--- src/eer_params.svh ---
/*
 * Constants for the error and event routing block: register offsets, field
 * positions and reset values. Assumes an 8-bit register address space
 * with 16-bit registers, as served by the device's serial register engine.
 */
// Summary of operation
// - Routing bit 15 set: under-range errors appear in that channel's result word.
// - Routing bit 14 set: over-range errors appear in that channel's result word.
// - Routing bit 13 set: watchdog timeouts appear in that channel's result word.
// - Routing bit 12 set: amplitude-high errors set the channel's amplitude result flag.
// - Routing bit 11 set: amplitude-low errors set the channel's amplitude result flag.
// - Routing bit 7 set: under-range drives interrupt and status under-range flag.
// - Routing bit 6 set: over-range drives interrupt and status over-range flag.
// - Routing bit 5 set: watchdog timeout drives interrupt and status timeout flag.
// - Routing bit 4 set: amplitude-high drives interrupt and status flag.
// - Routing bit 3 set: amplitude-low drives interrupt and status flag.
// - Routing bit 2 set: zero-count drives interrupt and status flag.
// - Routing bit 0 set: new result drives interrupt and data-ready flag.
// - Status errors stay latched until status or error channel result read.
// - Status bits 15:14 name the channel that raised the latched error.
// - Data-ready means one result single-channel, all active channels sequential.
// - Interrupt disable holds the interrupt pin high.
`ifndef EER_PARAMS_SVH
`define EER_PARAMS_SVH

`define EER_ADDR_RESULT_HI0 8'h00
`define EER_ADDR_RESULT_STEP 8'h02
`define EER_ADDR_STATUS     8'h18
`define EER_ADDR_ROUTING    8'h19
`define EER_ROUTING_RESET   16'h0000

`define EER_B_UR_TO_RESULT  15
`define EER_B_OR_TO_RESULT  14
`define EER_B_WD_TO_RESULT  13
`define EER_B_AH_TO_RESULT  12
`define EER_B_AL_TO_RESULT  11
`define EER_B_UR_TO_IRQ     7
`define EER_B_OR_TO_IRQ     6
`define EER_B_WD_TO_IRQ     5
`define EER_B_AH_TO_IRQ     4
`define EER_B_AL_TO_IRQ     3
`define EER_B_ZC_TO_IRQ     2
`define EER_B_RDY_TO_IRQ    0

// Positions inside the 7-bit status flag vector
`define EER_F_UR  6
`define EER_F_OR  5
`define EER_F_WD  4
`define EER_F_AH  3
`define EER_F_AL  2
`define EER_F_ZC  1
`define EER_F_RDY 0

`endif

--- src/eer_pkg.sv ---
/*
 * Types shared by the error and event routing block.
 * Assumes four conversion channels and 16-bit registers.
 */
`default_nettype none
package eer_pkg;
    typedef logic [15:0] eer_word_t;
    typedef logic [7:0]  eer_addr_t;
    typedef logic [1:0]  eer_chan_t;

    typedef struct packed {
        eer_word_t  routing;
        eer_chan_t  src_chan;
        logic [3:0] seen;
        eer_word_t  rdata;
        logic       hit;
        logic       irq_n;
    } eer_state_s;
endpackage
`default_nettype wire

--- src/eer_flag_latch.sv ---
/*
 * Sticky flag vector: a set pulse latches a bit, a clear pulse drops it.
 * Assumes set and clear are synchronous one-cycle strobes.
 */
`timescale 1ns/10ps
`default_nettype none
module eer_flag_latch #(
    parameter int WIDTH = 7
) (
    input  wire logic             clk_sys,
    input  wire logic             reset_n,
    input  wire logic [WIDTH-1:0] set_vec,
    input  wire logic [WIDTH-1:0] clr_vec,
    output logic      [WIDTH-1:0] flags
);
    typedef struct packed {
        logic [WIDTH-1:0] flags;
    } eer_latch_s;

    eer_latch_s st_q;
    eer_latch_s st_d;

    // Set wins so an event landing in the clearing cycle is kept
    always_comb begin
        st_d.flags = (st_q.flags & ~clr_vec) | set_vec;
    end

    always_ff @(posedge clk_sys or negedge reset_n) begin
        if (!reset_n) begin
            st_q <= '0;
        end else begin
            st_q <= st_d;
        end
    end

    assign flags = st_q.flags;
endmodule
`default_nettype wire

--- src/eer_top.sv ---
/*
 * Error and event routing: the routing register, status flags with error
 * source channel, per-channel result word error flags and the interrupt pin.
 * Assumes the register engine gives one-cycle read and write strobes with
 * an address, and the converter core gives one-cycle event strobes.
 */
`timescale 1ns/10ps
`default_nettype none
`include "eer_params.svh"
module eer_top (
    input  wire logic                 clk_sys,
    input  wire logic                 reset_n,
    input  wire eer_pkg::eer_addr_t   reg_addr,
    input  wire eer_pkg::eer_word_t   reg_wdata,
    input  wire logic                 reg_wr,
    input  wire logic                 reg_rd,
    output eer_pkg::eer_word_t        reg_rdata,
    output logic                      reg_hit,
    input  wire logic                 evt_valid,
    input  wire eer_pkg::eer_chan_t   evt_channel,
    input  wire logic                 evt_underrange,
    input  wire logic                 evt_overrange,
    input  wire logic                 evt_timeout,
    input  wire logic                 evt_amp_high,
    input  wire logic                 evt_amp_low,
    input  wire logic                 evt_zero_count,
    input  wire logic                 conv_done,
    input  wire eer_pkg::eer_chan_t   conv_channel,
    input  wire logic                 sequential_mode,
    input  wire logic [3:0]           active_channels,
    input  wire logic                 irq_pin_disable,
    output logic [3:0]                result_underrange_flag,
    output logic [3:0]                result_overrange_flag,
    output logic [3:0]                result_timeout_flag,
    output logic [3:0]                result_amplitude_flag,
    output eer_pkg::eer_word_t        status_word,
    output logic                      interrupt_out_n
);
    function automatic eer_pkg::eer_addr_t result_hi_addr(input eer_pkg::eer_chan_t ch);
        result_hi_addr = `EER_ADDR_RESULT_HI0 + (`EER_ADDR_RESULT_STEP * {6'h00, ch});
    endfunction

    eer_pkg::eer_state_s st_q;
    eer_pkg::eer_state_s st_d;

    logic [6:0]  st_flags;
    logic [6:0]  st_set;
    logic [6:0]  st_clr;
    logic [15:0] res_flags;
    logic [15:0] res_set;
    logic [15:0] res_clr;
    logic        status_rd;
    logic        src_chan_rd;
    logic        data_ready_evt;
    logic [3:0]  seen_now;
    logic [3:0]  conv_onehot;
    logic [3:0]  evt_onehot;
    eer_pkg::eer_word_t rt;

    assign rt          = st_q.routing;
    assign status_rd   = reg_rd && (reg_addr == `EER_ADDR_STATUS);
    assign src_chan_rd = reg_rd && (reg_addr == result_hi_addr(st_q.src_chan));
    assign conv_onehot = 4'h1 << conv_channel;
    assign evt_onehot  = 4'h1 << evt_channel;
    assign seen_now    = st_q.seen | (conv_done ? conv_onehot : 4'h0);

    // One result in single mode; a full sweep of active channels in sequential mode
    assign data_ready_evt = conv_done &&
        (!sequential_mode || ((seen_now & active_channels) == active_channels));

    always_comb begin
        st_set = '0;
        st_set[`EER_F_UR]  = evt_valid && evt_underrange && rt[`EER_B_UR_TO_IRQ];
        st_set[`EER_F_OR]  = evt_valid && evt_overrange  && rt[`EER_B_OR_TO_IRQ];
        st_set[`EER_F_WD]  = evt_valid && evt_timeout    && rt[`EER_B_WD_TO_IRQ];
        st_set[`EER_F_AH]  = evt_valid && evt_amp_high   && rt[`EER_B_AH_TO_IRQ];
        st_set[`EER_F_AL]  = evt_valid && evt_amp_low    && rt[`EER_B_AL_TO_IRQ];
        st_set[`EER_F_ZC]  = evt_valid && evt_zero_count && rt[`EER_B_ZC_TO_IRQ];
        st_set[`EER_F_RDY] = data_ready_evt && rt[`EER_B_RDY_TO_IRQ];
        // Status read clears all; reading the source channel's result word clears errors
        st_clr = {7{status_rd}} | {{6{src_chan_rd}}, 1'b0};
    end

    always_comb begin
        res_set = '0;
        res_clr = '0;
        for (int c = 0; c < 4; c++) begin
            if (evt_valid && evt_onehot[c]) begin
                res_set[4*c+3] = evt_underrange && rt[`EER_B_UR_TO_RESULT];
                res_set[4*c+2] = evt_overrange && rt[`EER_B_OR_TO_RESULT];
                res_set[4*c+1] = evt_timeout && rt[`EER_B_WD_TO_RESULT];
                res_set[4*c+0] = (evt_amp_high && rt[`EER_B_AH_TO_RESULT]) ||
                                 (evt_amp_low && rt[`EER_B_AL_TO_RESULT]);
            end
            if (reg_rd && (reg_addr == result_hi_addr(eer_pkg::eer_chan_t'(c)))) begin
                res_clr[4*c +: 4] = 4'hf;
            end
        end
    end

    eer_flag_latch #(.WIDTH(7)) u_status_flags (
        .clk_sys (clk_sys),
        .reset_n (reset_n),
        .set_vec (st_set),
        .clr_vec (st_clr),
        .flags   (st_flags)
    );

    eer_flag_latch #(.WIDTH(16)) u_result_flags (
        .clk_sys (clk_sys),
        .reset_n (reset_n),
        .set_vec (res_set),
        .clr_vec (res_clr),
        .flags   (res_flags)
    );

    always_comb begin
        st_d = st_q;
        // Reserved bits are stored as written; the host keeps them zero
        if (reg_wr && (reg_addr == `EER_ADDR_ROUTING)) begin
            st_d.routing = reg_wdata;
        end
        if (|st_set[6:1]) begin
            st_d.src_chan = evt_channel;
        end
        if (data_ready_evt || !sequential_mode) begin
            st_d.seen = 4'h0;
        end else begin
            st_d.seen = seen_now;
        end
        st_d.hit   = reg_rd && ((reg_addr == `EER_ADDR_STATUS) ||
                                (reg_addr == `EER_ADDR_ROUTING));
        st_d.rdata = 16'h0000;
        if (reg_rd && (reg_addr == `EER_ADDR_STATUS)) begin
            st_d.rdata = status_word;
        end else if (reg_rd && (reg_addr == `EER_ADDR_ROUTING)) begin
            st_d.rdata = st_q.routing;
        end
        // Flags still latch while disabled; only the pin is held off
        st_d.irq_n = irq_pin_disable || !(|st_flags);
    end

    always_ff @(posedge clk_sys or negedge reset_n) begin
        if (!reset_n) begin
            st_q         <= '0;
            st_q.routing <= `EER_ROUTING_RESET;
            st_q.irq_n   <= 1'b1;
        end else begin
            st_q <= st_d;
        end
    end

    assign status_word = {st_q.src_chan, st_flags[6:1], 1'b0, st_flags[0], 6'h00};
    assign reg_rdata   = st_q.rdata;
    assign reg_hit     = st_q.hit;
    assign interrupt_out_n = st_q.irq_n;
    always_comb begin
        for (int c = 0; c < 4; c++) begin
            result_underrange_flag[c] = res_flags[4*c+3];
            result_overrange_flag[c]  = res_flags[4*c+2];
            result_timeout_flag[c]    = res_flags[4*c+1];
            result_amplitude_flag[c]  = res_flags[4*c+0];
        end
    end

    property p_ur_result;
        @(posedge clk_sys) disable iff (!reset_n)
        evt_valid && evt_underrange && rt[15] |=> result_underrange_flag[$past(evt_channel)];
    endproperty
    a_ur_result: assert property (p_ur_result) else $error("under-range result flag missed");

    property p_or_result;
        @(posedge clk_sys) disable iff (!reset_n)
        $rose(|result_overrange_flag) |-> $past(rt[14]);
    endproperty
    a_or_result: assert property (p_or_result) else $error("over-range flag set unrouted");

    property p_wd_result;
        @(posedge clk_sys) disable iff (!reset_n)
        evt_valid && evt_timeout && !rt[13] && result_timeout_flag == 4'h0
        |=> result_timeout_flag == 4'h0;
    endproperty
    a_wd_result: assert property (p_wd_result) else $error("timeout flag set unrouted");

    property p_ah_result;
        @(posedge clk_sys) disable iff (!reset_n)
        evt_valid && evt_amp_high && rt[12] |=> result_amplitude_flag[$past(evt_channel)];
    endproperty
    a_ah_result: assert property (p_ah_result) else $error("amp-high result flag missed");

    property p_al_result;
        @(posedge clk_sys) disable iff (!reset_n)
        evt_valid && evt_amp_low && rt[11] |=> result_amplitude_flag[$past(evt_channel)];
    endproperty
    a_al_result: assert property (p_al_result) else $error("amp-low result flag missed");

    property p_ur_status;
        @(posedge clk_sys) disable iff (!reset_n)
        evt_valid && evt_underrange && rt[7] |=> status_word[13];
    endproperty
    a_ur_status: assert property (p_ur_status) else $error("status under-range missed");

    property p_or_status;
        @(posedge clk_sys) disable iff (!reset_n)
        $rose(status_word[12]) |-> $past(rt[6] && evt_valid && evt_overrange);
    endproperty
    a_or_status: assert property (p_or_status) else $error("status over-range unrouted");

    property p_zc_status;
        @(posedge clk_sys) disable iff (!reset_n)
        evt_valid && evt_zero_count && rt[2] |=> status_word[8];
    endproperty
    a_zc_status: assert property (p_zc_status) else $error("status zero-count missed");

    property p_rdy_status;
        @(posedge clk_sys) disable iff (!reset_n)
        conv_done && !sequential_mode && rt[0] |=> status_word[6];
    endproperty
    a_rdy_status: assert property (p_rdy_status) else $error("data-ready missed");

    property p_clear_cause;
        @(posedge clk_sys) disable iff (!reset_n)
        $fell(|status_word[13:8]) |-> $past(status_rd || src_chan_rd);
    endproperty
    a_clear_cause: assert property (p_clear_cause) else $error("error dropped without read");

    property p_src_chan;
        @(posedge clk_sys) disable iff (!reset_n)
        evt_valid && evt_timeout && rt[5] |=> status_word[15:14] == $past(evt_channel);
    endproperty
    a_src_chan: assert property (p_src_chan) else $error("error source channel wrong");

    property p_irq_dis;
        @(posedge clk_sys) disable iff (!reset_n)
        irq_pin_disable |=> interrupt_out_n;
    endproperty
    a_irq_dis: assert property (p_irq_dis) else $error("interrupt pin low while disabled");

    property p_irq_low;
        @(posedge clk_sys) disable iff (!reset_n)
        (|st_flags) && !irq_pin_disable |=> !interrupt_out_n;
    endproperty
    a_irq_low: assert property (p_irq_low) else $error("interrupt pin not asserted");
endmodule
`default_nettype wire

--- config.mk ---
export PLATFORM = sky130hd
export DESIGN_NAME = eer_top
export DESIGN_NICKNAME = d
export VERILOG_FILES = /design/src/eer_pkg.sv /design/src/eer_flag_latch.sv /design/src/eer_top.sv
export VERILOG_INCLUDE_DIRS = /design/src
export SDC_FILE = /design/constraint.sdc
export NUM_CORES = 1
export LEC_CHECK = 0
export BUFFER_PORTS_ARGS = -buffer_cell sky130_fd_sc_hd__buf_2
export CAP_MARGIN = 20
export CORE_MARGIN = 1.5
export CORE_UTILIZATION = 27
export DETAILED_ROUTE_END_ITERATION = 10
export PLACE_DENSITY_LB_ADDON = 0.05
export SLEW_MARGIN = 20
export SYNTH_ARGS = -nofsm -noshare
export SYNTH_HDL_FRONTEND = slang
export SYNTH_SLANG_ARGS = --single-unit
--- constraint.sdc ---
create_clock -name clk_sys -period 3.7 [get_ports clk_sys]
set_input_delay 0.555 -clock clk_sys [delete_from_list [all_inputs] [get_ports clk_sys]]
set_output_delay 0.555 -clock clk_sys [all_outputs]
set_load 0.05 [all_outputs]
; ---- After elaboration in Yosys (flattened, before gate mapping)
; Index checks and enable logic that the tools add are counted.
[totals]
n_memories = 0
input_bits = 46
ramBits = 0
latch_bits = 0
word_cells = 80
register_bits = 63
rom_bits = 0
output_inout_bits = 50
[op_classes]
addsub = 0
n_mul = 0
n_lt_le_gt_ge = 0
n_reduce_logical = 42
eq_ne = 7
n_shift = 2
div = 0
mux = 12
bitwise_logic = 9
[op_table]
columns = cell, count
row1 = $mux 4, 10
row2 = $logic_and 1x1->1, 32
row3 = $mux 16, 2
row4 = $and 16x16->16, 1
row5 = $eq 8x3->1 const B, 2
row6 = $eq 8x5->1 const B, 2
row7 = $not 16->16, 1
row8 = $or 16x16->16, 1
row9 = $or 7x7->7, 2
row10 = $eq 8x2->1 const B, 1
row11 = $eq 8x3->1, 1
row12 = $logic_not 8->1, 1
row13 = $shl 1x2->4 const A, 2
row14 = $and 7x7->7, 1
row15 = $not 7->7, 1
row16 = $reduce_or 7->1, 1
row17 = $reduce_or 6->1, 1
row18 = $logic_or 1x1->1, 5
row19 = $and 4x4->4, 1
row20 = $eq 4x4->1, 1
row21 = $or 4x4->4, 1
row22 = $logic_not 1->1, 2

; ---- Depth between registers and ports, before layout
; Gate-level depths: netlist of the first run.
[depth]
word_depth = 9
ltp_mapped = 5
mapped_depth_nobuf = 4

; ---- By module
; Synthesis of the first run repeated with hierarchy kept, for this count alone.
[hier_totals]
hier_cells = 259
hier_area_um2 = 2894.0
[by_module_without_submodules]
columns = mod, seq_area_each_um2, area_each_um2, cells_per_inst, instances
row1 = eer_top, 1002.2, 2059.5, 190, 1
row2 = eer_flag_latch at u_result_flags, 400.4, 580.6, 48, 1
row3 = eer_flag_latch at u_status_flags, 175.2, 254.0, 21, 1

; ---- Worst setup path before layout of the first run
; OpenSTA, ideal clock, no wires.
[synth_timing]
path_kind = input port to flip-flop
startpoint = input port reg_addr[2]
endpoint = register st_q (netlist bit rt[10])
path_stages = 5
slack_ns = 2.058
arrival_ns = 1.517
setup_time_ns = 0.125
path_buffers = 1
t_required_ns = 3.575
cell_sequence = and4bb_2 > and2_4 > nand3_4 > buf_6 > mux2_2
[synth_between]
elab_chain_cells = 2
[synth_rtl]
columns = item, line
row1 = start: declaration, eer_top.sv:13  ; input wire eer_pkg::eer_addr_t reg_addr,
row2 = $eq 8x5->1 (no source line), n/a
row3 = $logic_and 1x1->1, eer_top.sv:120  ; if (reg_wr && (reg_addr == `EER_ADDR_ROUTING)) begin
row4 = end signal: assignment, eer_top.sv:149  ; st_q <= st_d;
row5 = end: declaration, eer_top.sv:43  ; eer_pkg::eer_state_s st_q;
; Every way passes these cells.
; A chain may end at the register's enable or synchronous reset.

==> results of run 1 <==
layout make-up:
cell class                      instances  area, sq um  share of cell area (%)
Tap cell                              133          166                    4.95
Timing Repair Buffer                   90          468                    13.9
Clock inverter                          7         73.8                    2.19
Multi-Input combinational cell        122          943                    28.0
Clock buffer                            9          124                    3.68
Inverter                                3         11.3                   0.335
Sequential cell                        63         1580                    46.9
routing by layer:
layer	part of all wire, %	up-vias	GRT usage [%]	wire length [um]
li1	-	892	-	-
met1	47	974	19.2	3270
met2	47	72	21.2	3320
met3	4.7	11	2.82	328
met4	1.5	0	6.76	106
met5	0	-	0	0
worst max-delay path: cells and delay by family:
family	cells	cell delay (ps)
buffers and inverters	1	100
AOI/OAI and AO/OA	2	420
and+or+nand+nor	2	810
worst paths after layout:
| kind | end | start | cells after the start |
|---|---|---|---|
| min in group clk_sys | interrupt_out_n | irq_pin_disable | 2 |
| hold reg to reg | u_result_flags.flags[10] | u_result_flags.flags[10] | 1 |
| setup reg to reg | u_status_flags.flags[2] | status_word[15] | 4 |
| hold / removal | reg_rdata[5] | reset_n | 1 |
| max in group asynchronous | reg_rdata[15] | reset_n | 3 |
| setup / recovery | u_status_flags.flags[0] | reg_addr[5] | 5 |
state kept, by name, indices dropped and copies added (netlist names):
signal,count
st_q,4
interrupt_out_n,1
rt,16
status_word,2
u_status_flags.flags,7
reg_rdata,16
reg_hit,1
u_result_flags.flags,16
power by group:
group	internal, mW	switching, mW	total (mW)
registers	0.756	0.0659	0.822
clock network	0.311	0.296	0.606
logic	0.132	0.313	0.445
total	1.20	0.675	1.87
cell families after synthesis:
kind of cell	share of synthesized area (%)
DFF	58.0
other	0.138
xor gates and xnor gates	0.644
muxes	10.8
buffers and inverters	8.14
and+or+nand+nor	11.1
AOI/OAI and AO/OA	11.2
layout by cell type (no fill, tap or decap), types with 2 or more instances in the layout:
cell / Yosys / routed
sky130_fd_sc_hd__o21ai_0: 2 / 2
sky130_fd_sc_hd__and3b_1: 3 / 3
sky130_fd_sc_hd__mux2i_1: 9 / 9
sky130_fd_sc_hd__a22oi_1: 4 / 4
sky130_fd_sc_hd__nand4b_1: 2 / 2
sky130_fd_sc_hd__o2bb2ai_1: 16 / 16
sky130_fd_sc_hd__a32o_1: 6 / 6
sky130_fd_sc_hd__o211a_1: 2 / 2
sky130_fd_sc_hd__nand3_1: 5 / 5
sky130_fd_sc_hd__nand2_1: 6 / 6
sky130_fd_sc_hd__clkinvlp_4: 0 / 4
sky130_fd_sc_hd__dfrtp_1: 62 / 62
sky130_fd_sc_hd__inv_1: 3 / 3
sky130_fd_sc_hd__buf_2: 0 / 88
sky130_fd_sc_hd__conb_1: 1 / 7
sky130_fd_sc_hd__and3_1: 3 / 3
sky130_fd_sc_hd__xnor2_1: 2 / 2
sky130_fd_sc_hd__nor3_1: 2 / 2
sky130_fd_sc_hd__clkbuf_8: 0 / 9
sky130_fd_sc_hd__nor2_1: 11 / 11
sky130_fd_sc_hd__nand3b_1: 3 / 3
sky130_fd_sc_hd__and2_1: 7 / 7
sky130_fd_sc_hd__mux2_2: 18 / 18
==> summary.log, run 1 <==
[layout] Final Instance Area 3360 sq um
[global_routing] via count of the first global-routing pass 1,920
[clock_network] clk buf depth 2
[layout] Layout area overhead 23.7%
[timing] final critical-path setup slack 2030 ps
[setup_path] crit path DAT 1890 ps
[route] number of nets still failing antenna checks after routing 0
[setup_path] sort of element at the start of the critical path input port
[power_and_ir_drop] PD cells 557 nW/um^2
[floorplan] Top Ports 96
[synthesis] Synth Cell Area 2720 sq um
[placement] weighted congestion reported at the end of routability-driven placement 0.729
[clock_network] clock insertion delay at the later pin of the skew report 340 ps
[synthesis] cell with the most instances after synthesis sky130_fd_sc_hd__dfrtp_1
[placement] Detail Placement HPWL 5120 um
[layout] final instance count without filler cells 427
[timing] Final Skew 4.14 ps
[timing] setup violation total in the final timing report 0
[global_routing] pin count of the biggest net entering global routing 42
[route] overall routed net length 7020 um
[synthesis] largest cells by area after synthesis sky130_fd_sc_hd__dfrtp_1, sky130_fd_sc_hd__mux2_2, sky130_fd_sc_hd__buf_4
[timing] hold slack final 156 ps
[clock_network] number of hold buffers added after CTS 0
[layout] layout filler cell count 1,027
[power_and_ir_drop] Power Total 1.87 mW
[clock_network] CTS Buf Count 9
[floorplan] Initial Utilization 27.8%
[setup_path] highest cell delay on the worst timing path 470 ps
[clock_network] Worst-path clk slew 70 ps
[route] drt drc 0
[global_routing] initial antenna violation count 0
[timing] Least-Margin Pin Slew 574 ps
[route] post-detailed-route wirelength per cell 16.4 um
[clock_network] htree depth 3
[clock_network] number of instances resized during post-cts repair 0
[setup_path] worst reg2reg setup slack 2220 ps
[timing] clock period minus final worst setup slack 1670 ps
[synthesis] FF+latch count, synth 63
[clock_network] clock tree from TritonCTS done
[synthesis] average instance area after synthesis 12.9 sq um
[setup_path] kind of capture point of the worst setup path flip-flop
[synthesis] Synth async-reset ratio 100%
[global_routing] grt ovf 0
[route] total via count after detailed routing 1,949
[route] number of vias per cell after detailed routing 4.56
[timing] final number of hold-violating endpoints 0
[clock_network] count of buffers added by post-CTS timing repair for setup 0
[setup_path] series of cell instances along the critical path buf_2, nor3_1, nand3_1, o21ai_0, o21ai_0
[setup_path] type of the worst setup path input port to flip-flop
[floorplan] die span in x 103 um
[worst_hold_path] Hold/Removal Path Class input port to async pin
[power_and_ir_drop] VDD IR max 0.210 mV
[synthesis] number of warnings printed during yosys synthesis 0
[outcome] outcome completed
[power_and_ir_drop] leak pwr 1.75 nW
[setup_path] critical path's most frequent cell sky130_fd_sc_hd__o21ai_0
[timing] unrepaired setup endpoints after global routing no
[timing] Max Fclk 0.597 GHz
[timing] final max-slew violation count 0
[layout] Antenna Diode Count 0
[floorplan] placement row count 36
[synthesis] number of synthesized flops with an enable pin 0
[placement] Cell Count Post-Placement 410
[job] number of maximum-capacitance violations 0
[placement] minimum setup slack after placement 1580 ps
[synthesis] most common library cells after synthesis sky130_fd_sc_hd__dfrtp_1, sky130_fd_sc_hd__buf_4, sky130_fd_sc_hd__mux2_2, sky130_fd_sc_hd__o2bb2ai_1, sky130_fd_sc_hd__nor2_1
[placement] dpl cell area 3150 sq um
[clock_network] clock sinks 63
[global_routing] wire length of the first global-routing pass 10,700 um
[floorplan] Chip Height 103 um
[floorplan] Die Area 10,700 sq um
[synthesis] most used flip-flop cell after synthesis sky130_fd_sc_hd__dfrtp_1
[timing] post-route clock period utilization 45.2%
[layout] total number of nets in the final design 335
[setup_path] required time of the critical path 3910 ps
[synthesis] sequential share of the synthesized area 58.0%
[floorplan] core area 9770 sq um
[synthesis] cell taking the most area after synthesis sky130_fd_sc_hd__dfrtp_1
[synthesis] synthesized instance count 211
[layout] final core utilization 34.4%
[route] initial drt markers 53
[setup_path] highest-delay cell along the critical path sky130_fd_sc_hd__nand3_1
[placement] I/O Buffers 88
[clock_network] clock root buffer master sky130_fd_sc_hd__clkbuf_8
[layout] fraction of final layout cells with drive strength greater than 1 43.9%
[route] detailed-routing iteration count for the pre-antenna-repair pass 4
[synthesis] fraction of synthesized cell area taken by the top area cell type 57.0%
[synthesis] unique cell type count in the Yosys netlist 39
[setup_path] CP Max Fanout 11
[timing] relative max-transition margin 61.5%
[global_routing] overall track demand over capacity in global routing 14.0%
[timing] total negative setup slack 0 ps
(Power assumes the default switching activity.)
==> inputs of run 2 (changes only) <==
clock period = 1.4 ns   (was 3.7 ns; I/O delays follow)
==> summary.log, run 2 (synthesis gave the netlist of run 1 again) <==
[setup_path] kind of capture point of the worst setup path output pin
[floorplan] Top Ports 96
[setup_path] CP Max Fanout 3
[power_and_ir_drop] fraction of power spent switching nets 34.2%
[placement] minimum setup slack after placement -121 ps
[timing] unrepaired setup endpoints after global routing no
[route] post-detailed-route wirelength per cell 15.9 um
[layout] layout filler cell count 1,029
[timing] post-route clock period utilization 93.9%
[timing] Final Skew 7.74 ps
[setup_path] sort of element at the start of the critical path flip-flop
[route] wire length on met1 3230 um
[global_routing] via count of the first global-routing pass 2,037
[layout] most common cell after layout, fill and taps aside sky130_fd_sc_hd__buf_2
[power_and_ir_drop] VDD IR max 0.494 mV
[global_routing] wire length of the first global-routing pass 11,000 um
[route] number of vias per cell after detailed routing 4.35
[timing] Max Fclk 0.761 GHz
[clock_network] clock tree from TritonCTS done
[setup_path] CP startpoint status_word[14]
[layout] final core utilization 35.9%
[clock_network] clk buf depth 2
[clock_network] clock insertion delay at the later pin of the skew report 340 ps
[clock_network] Worst-path clk slew 70 ps
[route] Routed met3 length 465 um
[placement] I/O Buffers 88
[route] initial drt markers 33
[route] detailed-routing iteration count for the pre-antenna-repair pass 4
[clock_network] htree depth 3
[route] drt drc 0
[power_and_ir_drop] P_sw 1.73 mW
[route] number of nets still failing antenna checks after routing 0
[timing] setup violation total in the final timing report 0
[placement] weighted congestion reported at the end of routability-driven placement 0.674
[floorplan] core area 9770 sq um
[floorplan] Initial Utilization 27.8%
[setup_path] type of the worst setup path flip-flop to output pin
[power_and_ir_drop] leak pwr 1.85 nW
[layout] final instance count without filler cells 444
[floorplan] die span in x 103 um
[outcome] outcome completed
[floorplan] Die Area 10,700 sq um
[setup_path] highest cell delay on the worst timing path 400 ps
[job] number of maximum-capacitance violations 0
[timing] hold slack final 49.8 ps
[timing] final max-slew violation count 0
[layout] total number of nets in the final design 353
[worst_hold_path] Hold/Removal Path Class input port to flip-flop
[setup_path] crit path DAT 1100 ps
[power_and_ir_drop] Seq pwr share 42.4%
[power_and_ir_drop] part of the power in combinational logic 25.4%
[placement] Detail Placement HPWL 5090 um
[timing] clock period minus final worst setup slack 1310 ps
[global_routing] pin count of the biggest net entering global routing 64
[placement] dpl cell area 3290 sq um
[clock_network] CTS Buf Count 9
[layout] fraction of final layout cells with drive strength greater than 1 46.3%
[route] total via count after detailed routing 1,932
[global_routing] grt ovf 0
[route] overall routed net length 7070 um
[route] uppermost routed layer met4
[setup_path] worst reg2reg setup slack 130 ps
[layout] Antenna Diode Count 0
[layout] Final Instance Area 3500 sq um
[setup_path] launch point of the worst reg-to-reg path rt[3]
[placement] Cell Count Post-Placement 428
[timing] final number of hold-violating endpoints 0
[clock_network] clock sinks 63
[setup_path] required time of the critical path 1190 ps
[global_routing] overall track demand over capacity in global routing 14.2%
[setup_path] number of cells on the worst reg-to-reg path 4
[setup_path] reg-to-reg critical path endpoint status_word[14]
[setup_path] Critical Path Sink status_word[14]
[route] Routed met2 length 3330 um
[clock_network] clock root buffer master sky130_fd_sc_hd__clkbuf_8
[timing] final critical-path setup slack 85.3 ps
[floorplan] placement row count 36
[power_and_ir_drop] PD cells 1440 nW/um^2
[setup_path] highest-delay cell along the critical path sky130_fd_sc_hd__dfrtp_1
[setup_path] series of cell instances along the critical path buf_4, clkbuf_4
[layout] Layout area overhead 28.8%
[layout] most used cells in the layout excluding fill and tap cells sky130_fd_sc_hd__buf_2, sky130_fd_sc_hd__dfrtp_1, sky130_fd_sc_hd__mux2_2, sky130_fd_sc_hd__buf_4, sky130_fd_sc_hd__o2bb2ai_1
[floorplan] Chip Height 103 um
[power_and_ir_drop] Int Power 3.32 mW
[global_routing] initial antenna violation count 0
[power_and_ir_drop] fraction of power consumed by the clock network 32.2%
[power_and_ir_drop] Power Total 5.05 mW
[timing] total negative setup slack 0 ps
[run 2: worst min-delay path by stage]
stage,start,to,slack [ps],depth (start not counted)
2_1_floorplan,reset_n,reg_hit,-90,0
3_3_place_gp,reset_n,reg_rdata[5],270,2
3_5_place_dp,reset_n,reg_rdata[2],260,2
4_1_cts,irq_pin_disable,interrupt_out_n,40,2
5_1_grt,irq_pin_disable,interrupt_out_n,40,2
6_report,irq_pin_disable,interrupt_out_n,50,2
[run 2: final cells by class]
type / instances / area, sq um / share of cell area, %
Multi-Input combinational cell: 122 / 943 / 26.9
Tap cell: 133 / 166 / 4.75
Clock buffer: 12 / 155 / 4.43
Sequential cell: 63 / 1580 / 45.0
Timing Repair Buffer: 108 / 608 / 17.4
Inverter: 3 / 11.3 / 0.321
Clock inverter: 3 / 42.5 / 1.21
[run 2: power by group through the flow]
stage | logic [mW] | registers, mW | clock network (mW)
after global placement | 1.29 | 2.18 | 0
after floorplan | 0.485 | 2.57 | 0
after CTS | 1.29 | 2.15 | 1.69
after detailed placement | 1.29 | 2.18 | 0
after global routing | 1.38 | 2.17 | 1.76
final | 1.28 | 2.14 | 1.63
[run 2: metal layers]
metal / GRT usage [%] / vias to the layer above
met5: 0 / -
met1: 18.6 / 924
li1: - / 928
met3: 5.31 / 4
met4: 4.37 / 0
met2: 22.0 / 76
[run 2: timing repair]
| item | in CTS | in global routing |
|---|---|---|
| endpoints found under the setup margin | 0 | 1 |
| endpoints found under the hold margin | 62 | 0 |
| gates resized for setup | 0 | 1 |
| setup buffers | 0 | 0 |
| hold buffers | 1 | 0 |
[run 2: critical path: cells and delay by family (launching register included)]
family                 cells  cell delay (ps)
buffers and inverters      2              360
flip-flops                 1              400
